File: src/design/dsp_map.vh
// constants for the dual serial host port: frame layout, target address, codes
// assumes it is included by the one design file of the port
`ifndef DSP_MAP_VH
`define DSP_MAP_VH

// -------------------------------------------------------------
// spi frame layout
// -------------------------------------------------------------
`define DSP_FRAME_BITS 5'h18
`define DSP_FRAME_LAST 5'h17
`define DSP_RW_BIT 23
`define DSP_ADDR_HI 22
`define DSP_ADDR_LO 16
`define DSP_DATA_HI 15

// -------------------------------------------------------------
// i2c target address and general call
// -------------------------------------------------------------
`define DSP_I2C_PREFIX 4'h9
`define DSP_I2C_BCAST 7'h47
`define DSP_GC_ADDR 8'h00
`define DSP_GC_RESET 8'h06
`define DSP_BYTE_BITS 4'h8

// -------------------------------------------------------------
// reset values
// -------------------------------------------------------------
`define DSP_WORD_RST 24'h00_0000

`endif

File: src/design/dsp_port.v
// dual serial host port: spi slave and i2c target feeding a register write fifo
// assumes register storage outside; read data answers rd_addr_o combinationally
//
// Summary of operation
// - select low opens frame, high closes it
// - sample serial input on falling clock edges
// - frames shorter than 24 edges are discarded
// - three-wire: keep only the first 24 bits
// - select high: block clock, input; output released
// - serial output disabled after reset
// - first byte is instruction: direction, address
// - bit23 read flag, 22-16 address, 15-0 data
// - reads need serial output enabled
// - read answer comes in the next frame
// - next frame returns flag, address, register data
// - output launch edge chosen by configuration bit
// - daisy chain: multiple of 24 uses last 24
// - only 7-bit target addressing supported
// - same protocol at every i2c bus rate
// - general call 0x06 resets at ack rise
// - ninth clock carries acknowledge, low means ack
// - sda fall with scl high is start
// - data changes only while scl low
// - acknowledge address only when it matches
// - direction bit selects write or read, ack bytes
// - stop releases bus, wait for next start
// - lock onto first protocol seen after reset
// - address prefix 1001, strap sampled first byte
`timescale 1ns/1ps
`include "dsp_map.vh"

module dsp_fifo #(
	parameter W = 23,
	parameter D = 8,
	parameter AW = 3
) (
	// clock and reset
	input wire clk_sys_i,
	input wire reset_i,
	// fill side
	input wire in_valid_i,
	output wire in_ready_o,
	input wire [W-1:0] in_data_i,
	// drain side
	output wire out_valid_o,
	input wire out_ready_i,
	output wire [W-1:0] out_data_o
);
	reg [W-1:0] mem [0:D-1];
	reg [AW-1:0] wp;
	reg [AW-1:0] rp;
	reg [AW:0] cnt;
	wire push;
	wire pop;

	assign in_ready_o = (cnt != D);
	assign out_valid_o = (cnt != 0);
	assign out_data_o = mem[rp];
	assign push = in_valid_i && in_ready_o;
	assign pop = out_valid_o && out_ready_i;

	always @(posedge clk_sys_i)
	begin
		if (push)
			mem[wp] <= in_data_i;
	end

	always @(posedge clk_sys_i)
	begin
		if (reset_i)
		begin
			wp <= 0;
			rp <= 0;
			cnt <= 0;
		end
		else
		begin
			if (push)
				wp <= (wp == D - 1) ? {AW{1'b0}} : wp + 1'b1;
			if (pop)
				rp <= (rp == D - 1) ? {AW{1'b0}} : rp + 1'b1;
			if (push && !pop)
				cnt <= cnt + 1'b1;
			else if (pop && !push)
				cnt <= cnt - 1'b1;
		end
	end
endmodule // dsp_fifo

module dsp_port #(
	parameter FIFO_DEPTH = 8
) (
	// clock and reset
	input wire clk_sys_i,
	input wire reset_i,
	// spi pins
	input wire spi_sclk_i,
	input wire spi_sel_n_i,
	input wire spi_sdi_i,
	output reg spi_sdo_o,
	output wire spi_sdo_oe_o,
	// i2c pins, open drain
	input wire scl_i,
	output wire scl_o,
	output wire scl_oe_o,
	input wire sda_i,
	output wire sda_o,
	output wire sda_oe_o,
	input wire [2:0] address_strap_pin_i,
	// configuration
	input wire serial_out_enable_i,
	input wire out_edge_select_i,
	// register write stream
	output wire wr_valid_o,
	input wire wr_ready_i,
	output wire [6:0] wr_addr_o,
	output wire [15:0] wr_data_o,
	// register read
	output wire [6:0] rd_addr_o,
	input wire [15:0] rd_data_i,
	// status
	output reg sw_reset_o,
	output reg lock_spi_o,
	output reg lock_i2c_o
);
	// -------------------------------------------------------------
	// pin synchronisers
	// -------------------------------------------------------------
	reg [7:0] meta;
	reg [7:0] syn;
	reg [7:0] prv;
	wire [7:0] pins = {address_strap_pin_i, scl_i, sda_i, spi_sel_n_i, spi_sclk_i, spi_sdi_i};

	always @(posedge clk_sys_i)
	begin
		if (reset_i)
		begin
			meta <= 8'hff;
			syn <= 8'hff;
			prv <= 8'hff;
		end
		else
		begin
			meta <= pins;
			syn <= meta;
			prv <= syn;
		end
	end

	wire sdi = syn[0];
	wire sel_lo = !syn[2];
	wire sclk_fall = prv[1] && !syn[1];
	wire sclk_rise = !prv[1] && syn[1];
	wire sel_fall = prv[2] && !syn[2];
	wire sel_rise = !prv[2] && syn[2];
	wire sda = syn[3];
	wire scl = syn[4];
	wire scl_rise = !prv[4] && scl;
	wire scl_fall = prv[4] && !scl;
	wire i2c_start = scl && prv[4] && prv[3] && !sda;
	wire i2c_stop = scl && prv[4] && !prv[3] && sda;

	// -------------------------------------------------------------
	// protocol lock
	// -------------------------------------------------------------
	always @(posedge clk_sys_i)
	begin
		if (reset_i)
		begin
			lock_spi_o <= 1'b0;
			lock_i2c_o <= 1'b0;
		end
		else
		begin
			if (sel_fall && !lock_i2c_o)
				lock_spi_o <= 1'b1;
			if (i2c_start && !lock_spi_o && !sel_lo)
				lock_i2c_o <= 1'b1;
		end
	end
	wire spi_on = !lock_i2c_o;
	wire i2c_on = !lock_spi_o;

	// -------------------------------------------------------------
	// spi receive and commit
	// -------------------------------------------------------------
	reg [23:0] rx_sr;
	reg [23:0] first24;
	reg [4:0] mod24;
	reg got24;
	reg commit;
	reg [23:0] cmd_frame;
	reg [23:0] out_word;
	reg [23:0] tx_sr;
	reg shifted;
	reg [6:0] spi_raddr;
	reg spi_wr;
	wire [23:0] rx_next = {rx_sr[22:0], sdi};
	wire four_wire = serial_out_enable_i;
	// three-wire frames stop at the first 24, daisy chain wants a whole multiple
	wire frame_ok = four_wire ? (got24 && mod24 == 5'h00) : got24;
	wire [23:0] frame = four_wire ? rx_sr : first24;

	always @(posedge clk_sys_i)
	begin
		if (reset_i)
		begin
			rx_sr <= `DSP_WORD_RST;
			first24 <= `DSP_WORD_RST;
			mod24 <= 5'h00;
			got24 <= 1'b0;
			commit <= 1'b0;
			cmd_frame <= `DSP_WORD_RST;
			out_word <= `DSP_WORD_RST;
			spi_raddr <= 7'h00;
			spi_wr <= 1'b0;
		end
		else
		begin
			commit <= 1'b0;
			spi_wr <= 1'b0;
			if (spi_on && sel_fall)
			begin
				mod24 <= 5'h00;
				got24 <= 1'b0;
			end
			else if (spi_on && sel_lo && sclk_fall)
			begin
				rx_sr <= rx_next;
				mod24 <= (mod24 == `DSP_FRAME_LAST) ? 5'h00 : mod24 + 5'h01;
				if (mod24 == `DSP_FRAME_LAST)
				begin
					got24 <= 1'b1;
					if (!got24)
						first24 <= rx_next;
				end
			end
			if (spi_on && sel_rise && frame_ok)
			begin
				commit <= 1'b1;
				cmd_frame <= frame;
				spi_raddr <= frame[`DSP_ADDR_HI:`DSP_ADDR_LO];
				spi_wr <= !frame[`DSP_RW_BIT];
			end
			if (commit)
			begin
				// reads answer in the next frame; writes are echoed
				if (cmd_frame[`DSP_RW_BIT] && four_wire)
					out_word <= {cmd_frame[23:16], rd_data_i};
				else
					out_word <= cmd_frame;
			end
		end
	end

	// -------------------------------------------------------------
	// spi transmit
	// -------------------------------------------------------------
	// bits shifted out are replaced by input bits, so the chain passes data on
	always @(posedge clk_sys_i)
	begin
		if (reset_i)
		begin
			tx_sr <= `DSP_WORD_RST;
			shifted <= 1'b0;
			spi_sdo_o <= 1'b0;
		end
		else
		begin
			if (spi_on && sel_fall)
			begin
				tx_sr <= {out_word[22:0], 1'b0};
				spi_sdo_o <= out_word[23];
				shifted <= 1'b0;
			end
			else if (spi_on && sel_lo)
			begin
				if (sclk_fall)
					shifted <= 1'b1;
				// rising launch waits for the first falling edge to be sampled
				if ((!out_edge_select_i && sclk_fall) || (out_edge_select_i && sclk_rise && shifted))
				begin
					spi_sdo_o <= tx_sr[23];
					tx_sr <= {tx_sr[22:0], sdi};
				end
			end
		end
	end
	assign spi_sdo_oe_o = four_wire && sel_lo && spi_on;

	// -------------------------------------------------------------
	// i2c target
	// -------------------------------------------------------------
	localparam [5:0] ST_IDLE = 6'h01;
	localparam [5:0] ST_ADDR = 6'h02;
	localparam [5:0] ST_ACK = 6'h04;
	localparam [5:0] ST_RX = 6'h08;
	localparam [5:0] ST_TX = 6'h10;
	localparam [5:0] ST_MACK = 6'h20;

	reg [5:0] st;
	reg [3:0] bitc;
	reg [7:0] sh;
	reg [2:0] strap;
	reg rw;
	reg gc;
	reg gc_arm;
	reg ack_drv;
	reg mack_ok;
	reg [1:0] bidx;
	reg [6:0] i2c_raddr;
	reg [7:0] msdb;
	reg i2c_wr;
	reg [22:0] i2c_word;
	wire [7:0] rx_byte = {sh[6:0], sda};

	always @(posedge clk_sys_i)
	begin
		if (reset_i)
		begin
			st <= ST_IDLE;
			bitc <= 4'h0;
			sh <= 8'h00;
			strap <= 3'h0;
			rw <= 1'b0;
			gc <= 1'b0;
			gc_arm <= 1'b0;
			ack_drv <= 1'b0;
			mack_ok <= 1'b0;
			bidx <= 2'h0;
			i2c_raddr <= 7'h00;
			msdb <= 8'h00;
			i2c_wr <= 1'b0;
			i2c_word <= 23'h00_0000;
			sw_reset_o <= 1'b0;
		end
		else
		begin
			i2c_wr <= 1'b0;
			sw_reset_o <= 1'b0;
			if (!i2c_on)
				st <= ST_IDLE;
			else if (i2c_start)
			begin
				st <= ST_ADDR;
				bitc <= 4'h0;
				bidx <= 2'h0;
				ack_drv <= 1'b0;
				gc_arm <= 1'b0;
			end
			else if (i2c_stop)
			begin
				st <= ST_IDLE;
				ack_drv <= 1'b0;
			end
			else
			begin
				case (st)
				ST_ADDR, ST_RX:
				begin
					// bits are taken on scl rise, sda only matters while scl is high
					if (scl_rise && bitc != `DSP_BYTE_BITS)
					begin
						sh <= rx_byte;
						bitc <= bitc + 4'h1;
						if (st == ST_ADDR && bitc == 4'h0)
							strap <= syn[7:5];
					end
					else if (scl_fall && bitc == `DSP_BYTE_BITS)
					begin
						bitc <= 4'h0;
						st <= ST_ACK;
						ack_drv <= 1'b1;
						if (st == ST_ADDR)
						begin
							rw <= sh[0];
							gc <= (sh == `DSP_GC_ADDR);
							// only 7-bit codes; ten-bit headers never match
							if (!(sh[7:1] == {`DSP_I2C_PREFIX, strap}) &&
							    !(sh[7:1] == `DSP_I2C_BCAST && !sh[0]) &&
							    !(sh == `DSP_GC_ADDR))
							begin
								ack_drv <= 1'b0;
								st <= ST_IDLE;
							end
						end
						else if (gc)
							gc_arm <= (sh == `DSP_GC_RESET);
						else if (bidx == 2'h0)
						begin
							i2c_raddr <= sh[6:0];
							bidx <= 2'h1;
						end
						else if (bidx == 2'h1)
						begin
							msdb <= sh;
							bidx <= 2'h2;
						end
						else
						begin
							i2c_word <= {i2c_raddr, msdb, sh};
							i2c_wr <= 1'b1;
							bidx <= 2'h1;
						end
					end
				end
				ST_ACK:
				begin
					if (scl_rise && gc_arm)
					begin
						sw_reset_o <= 1'b1;
						gc_arm <= 1'b0;
					end
					if (scl_fall)
					begin
						ack_drv <= 1'b0;
						if (rw)
						begin
							st <= ST_TX;
							sh <= rd_data_i[15:8];
							bidx <= 2'h1;
						end
						else
							st <= ST_RX;
					end
				end
				ST_TX:
				begin
					if (scl_fall)
					begin
						if (bitc == 4'h7)
						begin
							bitc <= 4'h0;
							st <= ST_MACK;
						end
						else
						begin
							bitc <= bitc + 4'h1;
							sh <= {sh[6:0], 1'b1};
						end
					end
				end
				ST_MACK:
				begin
					if (scl_rise)
						mack_ok <= !sda;
					if (scl_fall)
					begin
						if (mack_ok)
						begin
							st <= ST_TX;
							sh <= (bidx == 2'h1) ? rd_data_i[7:0] : 8'h00;
							bidx <= 2'h2;
						end
						else
							st <= ST_IDLE;
					end
				end
				default:
					st <= ST_IDLE;
				endcase
			end
		end
	end

	// -------------------------------------------------------------
	// write staging and fifo
	// -------------------------------------------------------------
	// a staged word on a full fifo holds scl low; spi has no stall, so a further write is lost
	reg pend;
	reg [22:0] pend_word;
	wire fifo_ready;
	wire take = !pend || fifo_ready;

	always @(posedge clk_sys_i)
	begin
		if (reset_i)
		begin
			pend <= 1'b0;
			pend_word <= 23'h00_0000;
		end
		else if (take)
		begin
			pend <= spi_wr || i2c_wr;
			pend_word <= spi_wr ? {cmd_frame[22:16], cmd_frame[15:0]} : i2c_word;
		end
	end

	dsp_fifo #(
		.W(23),
		.D(FIFO_DEPTH),
		.AW(3)
	) u_fifo (
		.clk_sys_i(clk_sys_i),
		.reset_i(reset_i),
		.in_valid_i(pend),
		.in_ready_o(fifo_ready),
		.in_data_i(pend_word),
		.out_valid_o(wr_valid_o),
		.out_ready_i(wr_ready_i),
		.out_data_o({wr_addr_o, wr_data_o})
	);

	assign rd_addr_o = lock_i2c_o ? i2c_raddr : spi_raddr;
	assign scl_o = 1'b0;
	assign scl_oe_o = pend && !fifo_ready && i2c_on && (st != ST_IDLE);
	assign sda_o = 1'b0;
	assign sda_oe_o = i2c_on && (ack_drv || (st == ST_TX && !sh[7]));
endmodule // dsp_port

File: config.mk
export PLATFORM = sky130hd
export DESIGN_NAME = dsp_port
export DESIGN_NICKNAME = d
export VERILOG_FILES = /design/src/design/dsp_port.v
export VERILOG_INCLUDE_DIRS = /design/src /design/src/design
export SDC_FILE = /design/constraint.sdc
export NUM_CORES = 1
export LEC_CHECK = 0
export ABC_AREA = 1
export ABC_CLOCK_PERIOD_IN_PS = 7000
export BUFFER_PORTS_ARGS = -buffer_cell sky130_fd_sc_hd__buf_2
export CAP_MARGIN = 5
export CORE_ASPECT_RATIO = 0.7
export CORE_MARGIN = 2
export CORE_UTILIZATION = 40
export DETAILED_ROUTE_END_ITERATION = 8
export GPL_TIMING_DRIVEN = 0
export PLACE_DENSITY = 0.67
export RECOVER_POWER = 25
export SLEW_MARGIN = 20
export SYNTH_ARGS = -nofsm -noshare
export SYNTH_HDL_FRONTEND = slang
export SYNTH_SLANG_ARGS = --single-unit
File: constraint.sdc
create_clock -name clk_sys_i -period 7 [get_ports clk_sys_i]
set_clock_uncertainty 0.15 [all_clocks]
set_input_delay 0.7 -clock clk_sys_i [delete_from_list [all_inputs] [get_ports clk_sys_i]]
set_output_delay 0.7 -clock clk_sys_i [all_outputs]
set_load 0.05 [all_outputs]
==> results.toml, run 1 <==
[synth]
ys_async_sr_fraction = 0
synth.area.top_cells = "edfxtp_1, dfxtp_1, nor2_1"
synth_top_area_frac = 0.307
ys_types = 40
synth_seq_area_share = 0.593
syn_inst = 2019
syn_avg_cell_area_sq_um = 8.91
synth_common_cells = "nor2_1, nand2_1, dfxtp_1"
yosys.area.top_type = "edfxtp_1"
yosysWarningCount = 0
synth_edf_count = 184
syn_area_sq_um = 18000
synth_seq_cells = 441
ys.flop_type = "dfxtp_1"
yosysMostFrequentCell = "nor2_1"

[critical_path]
slowest_delay_ns = 0.54
crit_type = "reg2out"
required_ns = 6.15
slowest_stage = "clkbuf_1"
critPathArrivalTime_ns = 2.85
end_kind = "output pin"
path_cells = "inv_1 > clkbuf_1 > clkbuf_1 > nor2_1 > o22ai_1 > nor2_1 > a31oi_1 > buf_2"
cp-start-kind = "flip-flop"
path_max_fanout = 10

[power]
power_density_nw_per_um2 = 314
swShare = 0.332
peakVddDrop_v = 0.000294
intPower_mw = 4.34
p_total_mw = 6.50
clkPwrFrac = 0.352
p_sw_mw = 2.16
power_frac_seq = 0.417
p_leak_nw = 7.82
combPwrFrac = 0.231

[grt]
grt-ovfl-total = 0
grtUsageTotal = 0.220
grt_pass1_wl_mm = 80.6
grt_pass1_vias = 14019
grt_max_degree = 24
antenna_found_initial = 1

[cts]
cts_sinks = 441
postCtsSetupBuffers = 0
cts_tree = "done"
htreeDepth = 2
cts.path.max_buffers = 3
cts_hold_buf = 0
clkTransAtPathRegs_ns = 0.06
cts-resized-gates = 0
insertion_delay_ns = 0.56
cts-buffers-inserted = 42
root_buffer = "clkbuf_16"

[floorplan]
start_util = 0.409
io_pins = 69
die_area_sq_um = 46700
die_w_microns = 258
core_area_sq_um = 44000
die_h_microns = 181
rows = 64

[cells_and_area]
fin_cells = 2763
final_area_sq_um = 20700
n_fill_cell = 4132
antenna_cells = 0
syn_to_final_growth_pct = 15.1
layout.nets = 2178
drive_above_1_share = 0.103
final_util = 0.470

[detailed_routing]
drt-pass1-iter-count = 8
wl_per_cell_microns = 18.8
vias_per_cell = 5.39
first_iter_violations = 1502
vias = 14887
ant_nets = 0
drt_wl_total_mm = 52.0
route.detailed.drc = 0

[timing]
hold_slack_ns = 0.172
finalSetupViolCount = 0
rsz0062_at_grt = "no"
max_clock_freq_mhz = 270
worstMarginPinSlew_ns = 0.868
final_hold_viol_count = 0
finalCritPeriodShare = 0.529
min_period_ns = 3.70
tns_ns = 0
slew_headroom = 0.421
slew_violations = 0
worst_slack_ns = 3.30

[place]
place.gp.congestion = 0.917
place_area_sq_um = 19300
dp_hpwl_mm = 37.3
io_buffers = 65
place_ws_ns = 3.91
dp_cells = 2687

[worst_hold_path]
hp-class = "in2reg"

[job]
maxCapViolations = 0

[run_status]
outcome = "finished clean"
## cell families (layout without fill, tap and decap cells)
kind of cell    count (synthesis)  after routing  share of synthesized area
buf+inv                       253            402                     0.0563
fa+ha+maj                      12             12                    0.00876
xor+xnor                        6              6                    0.00292
compound gates                521            521                      0.155
flops                         441            441                      0.593
other cells                     1              2                   0.000208
simple gates                  785            785                      0.184
## placed cells by master, fill, tap and decap left out, types with 6 or more instances in the layout
master       n
nand2_1    289
inv_1      120
o22ai_1     24
a21oi_1    174
nor2_1     317
nor2_4      12
clkbuf_8     9
a211oi_1     6
o211ai_1    16
clkbuf_16   43
clkinv_2    10
nand4_1     19
or2_2       18
nand3_1    100
edfxtp_1   184
ha_1        11
clkbuf_1    97
o21ai_0    209
nor2_2       6
buf_2       88
a31oi_1     67
buf_1        7
inv_2        7
dfxtp_1    257
o21ai_1     21
nor3_1       8
## flip-flops by register name (all words and copies together) (netlist names), 4 cells and up, named ones only
register / count
st: 6
pend_word: 23
msdb: 8
bitc: 4
i2c_raddr: 7
rx_sr: 24
tx_sr: 24
out_word: 24
sh: 8
syn: 8
u_fifo.mem: 184
cmd_frame: 24
first24: 24
prv: 4
i2c_word: 23
u_fifo.cnt: 4
mod24: 5
meta: 8
## power by group through the flow
| stage | Clock [mW] | Combinational [mW] | Sequential (mW) |
|---|---|---|---|
| after floorplan | 0 | 1.05 | 2.76 |
| after global routing | 2.42 | 1.63 | 2.71 |
| after global placement | 0 | 1.48 | 2.77 |
| after CTS | 2.31 | 1.50 | 2.71 |
| after detailed placement | 0 | 1.50 | 2.77 |
| final | 2.29 | 1.50 | 2.71 |
## metal layers
| metal | up-vias | track usage | share of wire |
|---|---|---|---|
| li1 | 7117 | - | - |
| met1 | 7109 | 0.331 | 0.47 |
| met2 | 593 | 0.321 | 0.41 |
| met3 | 68 | 0.0532 | 0.10 |
| met4 | 0 | 0.0425 | 0.013 |
| met5 | - | 0 | 0 |
## path summary, 6_finish.rpt
kind / from / endpoint / slack (ns) / cells after the start
setup / recovery: flip-flop / wr_addr_o[6] / 3.30 / 8
hold / removal: address_strap_pin_i[2] / meta[7] / 0.17 / 2
setup reg to reg: u_fifo.cnt[0] / u_fifo.cnt[3] / 4.32 / 14
hold reg to reg: meta[1] / syn[1] / 0.26 / 1
## final cells by class
cell class              count  area [sq um]  share of cell area
plain buffers             125           532              0.0257
well taps                 594           743              0.0359
clock inverters            16           154             0.00743
clock buffers              60          1230              0.0594
flip-flops and latches    441         10700               0.515
inverters                 128           480              0.0232
multi-input cells        1326          6380               0.308
repair buffers             73           523              0.0253
## critical path: cells and delay by family (launching register included)
kind            cells  cell delay, ns
flops               1            0.33
compound gates      2            0.49
buf+inv             4            1.33
simple gates        2            0.14
(Power assumes the default switching activity.)
==> inputs of run 2 (changes only) <==
--- a/config.mk
+++ b/config.mk
@@ -7,7 +7,7 @@
 export NUM_CORES = 1
 export LEC_CHECK = 0
 export ABC_AREA = 1
-export ABC_CLOCK_PERIOD_IN_PS = 7000
+export ABC_CLOCK_PERIOD_IN_PS = 3050
 export BUFFER_PORTS_ARGS = -buffer_cell sky130_fd_sc_hd__buf_2
 export CAP_MARGIN = 5
 export CORE_ASPECT_RATIO = 0.7
@@ -15,7 +15,7 @@
 export CORE_UTILIZATION = 40
 export DETAILED_ROUTE_END_ITERATION = 8
 export GPL_TIMING_DRIVEN = 0
-export PLACE_DENSITY = 0.67
+export PLACE_DENSITY = 0.69
 export RECOVER_POWER = 25
 export SLEW_MARGIN = 20
 export SYNTH_ARGS = -nofsm -noshare
==> constraint.sdc (replaced) <==
create_clock -name clk_sys_i -period 3.05 [get_ports clk_sys_i]
set_clock_uncertainty 0.15 [all_clocks]
set_input_delay 0.305 -clock clk_sys_i [delete_from_list [all_inputs] [get_ports clk_sys_i]]
set_output_delay 0.305 -clock clk_sys_i [all_outputs]
set_load 0.05 [all_outputs]
==> results.toml, run 2 (synthesis gave the netlist of run 1 again) <==
[grt]
grtUsageTotal = 0.222
met2_usage = 0.322
grt_pass1_wl_mm = 81.0
grt.met3_usage = 0.0441
grt-ovfl-total = 0
grt_max_degree = 24
busiest_layer = "met1"
antenna_found_initial = 4
globalRouteMet1Util = 0.336
grt_pass1_vias = 14172

[run_status]
outcome = "finished clean"

[place]
place_area_sq_um = 19300
io_buffers = 65
dp_hpwl_mm = 37.2
place.gp.congestion = 0.911
place_ws_ns = 0.259
dp_cells = 2687

[detailed_routing]
vias_per_cell = 5.43
drt_wl_total_mm = 52.6
drt-pass1-iter-count = 6
route.detailed.drc = 0
vias = 15144
first_iter_violations = 1616
wl_per_cell_microns = 18.8
ant_nets = 0

[cts]
cts-buffers-inserted = 43
cts.path.max_buffers = 3
htreeDepth = 2
insertion_delay_ns = 0.57
cts_sinks = 441
cts_tree = "done"
root_buffer = "clkbuf_16"
clkTransAtPathRegs_ns = 0.06

[timing]
slew_headroom = 0.433
finalSetupViolCount = 0
worstMarginPinSlew_ns = 0.850
rsz0062_at_grt = "yes"
slew_violations = 0
tns_ns = 0
finalCritPeriodShare = 0.954
min_period_ns = 2.91
hold_slack_ns = 0.183
final_hold_viol_count = 0
max_clock_freq_mhz = 344
worst_slack_ns = 0.142

[critical_path]
crit_type = "reg2out"
slowest_stage = "buf_2"
critPathArrivalTime_ns = 2.45
cp-start-kind = "flip-flop"
path_cells = "inv_1 > buf_2 > nor2_1 > o22ai_1 > nor2_1 > a31oi_1 > buf_2"
slowest_delay_ns = 0.35
path_max_fanout = 11
cp_top_family = "buffers and inverters"
worstPathBufferInverterCount = 3
end_kind = "output pin"
required_ns = 2.59

[cells_and_area]
largest_reg_flops = 184
layout.nets = 2203
drive_above_1_share = 0.115
fin_cells = 2791
final_util = 0.478
regMostFlops = "u_fifo.mem"
syn_to_final_growth_pct = 16.9
layout_common_cells = "nor2_1, nand2_1, dfxtp_1, o21ai_0, edfxtp_1"
final_common_cell = "nor2_1"
final_area_sq_um = 21000

[floorplan]
die_h_microns = 181
core_area_sq_um = 44000
io_pins = 69
start_util = 0.409
die_w_microns = 258
rows = 64
die_area_sq_um = 46700

[power]
peakVddDrop_v = 0.000556
p_leak_nw = 8.01
p_total_mw = 15.3
power_density_nw_per_um2 = 725

[job]
maxCapViolations = 0

[worst_hold_path]
hp-class = "in2reg"
## run 2: cell count changes in the layout (fill, tap and decap cells not counted), sizes merged, moves of 2 or more
cell	before	now
buf	109	111
bufinv	2	5
clkbuf	149	139
clkinvlp	1	5
dlygate4sd3	0	25
inv	127	129
## run 2: timing repair
| item | CTS | global route |
|---|---|---|
| hold endpoints to repair | 32 | 0 |
| pin swaps | 0 | 0 |
| endpoints found under the setup margin | 23 | 15 |
| resized for setup | 17 | 20 |
| buffers inserted | 0 | 0 |
| hold buffers | 25 | 0 |
## run 2: power by group
| part | switching (mW) | internal [mW] | leakage [nW] | total [mW] |
|---|---|---|---|---|
| registers | 0.0546 | 6.17 | 4.09 | 6.22 |
| logic | 2.67 | 0.857 | 3.21 | 3.53 |
| clock network | 2.31 | 3.20 | 0.709 | 5.51 |
| total | 5.03 | 10.2 | 8.01 | 15.3 |
## run 2: per-layer routing
metal	up-vias	routed length, microns
met2	688	21900
met1	7210	24300
met5	-	13
met4	2	1080
met3	74	5310
li1	7170	-
## run 2: final timing paths
| path | start | to | slack, ns | cells after the start |
|---|---|---|---|---|
| worst max-delay path | flip-flop | wr_data_o[4] | 0.14 | 7 |
| worst min-delay path | out_edge_select_i | tx_sr[0] | 0.18 | 7 |
| worst max register to register | u_fifo.cnt[0] | u_fifo.cnt[3] | 0.33 | 14 |
| worst min register to register | meta[6] | syn[6] | 0.26 | 1 |
## run 2: cell type report
class                      instances  area (sq um)
antenna                            1          2.50
sequential                       441         10700
tap                              594           743
buffer                           124           562
inverter                         128           480
fill                            4092         23000
clock buffer                      53          1180
timing repair buffer              98           743
multi-input combinational       1326          6380
clock inverter                    26           278
## run 2: worst reg2reg max path, cell delays in order (launching register included)
cell,delay (ns)
dfxtp_1,0.36
nor2_1,0.23
nand3_1,0.19
nand2_1,0.27
ha_1,0.26
inv_1,0.11
ha_1,0.30
nand2_1,0.06
nand2_1,0.04
a21oi_1,0.19
nor2_1,0.07
nor2_1,0.09
nand2_1,0.07
o21ai_0,0.15
a21oi_1,0.06
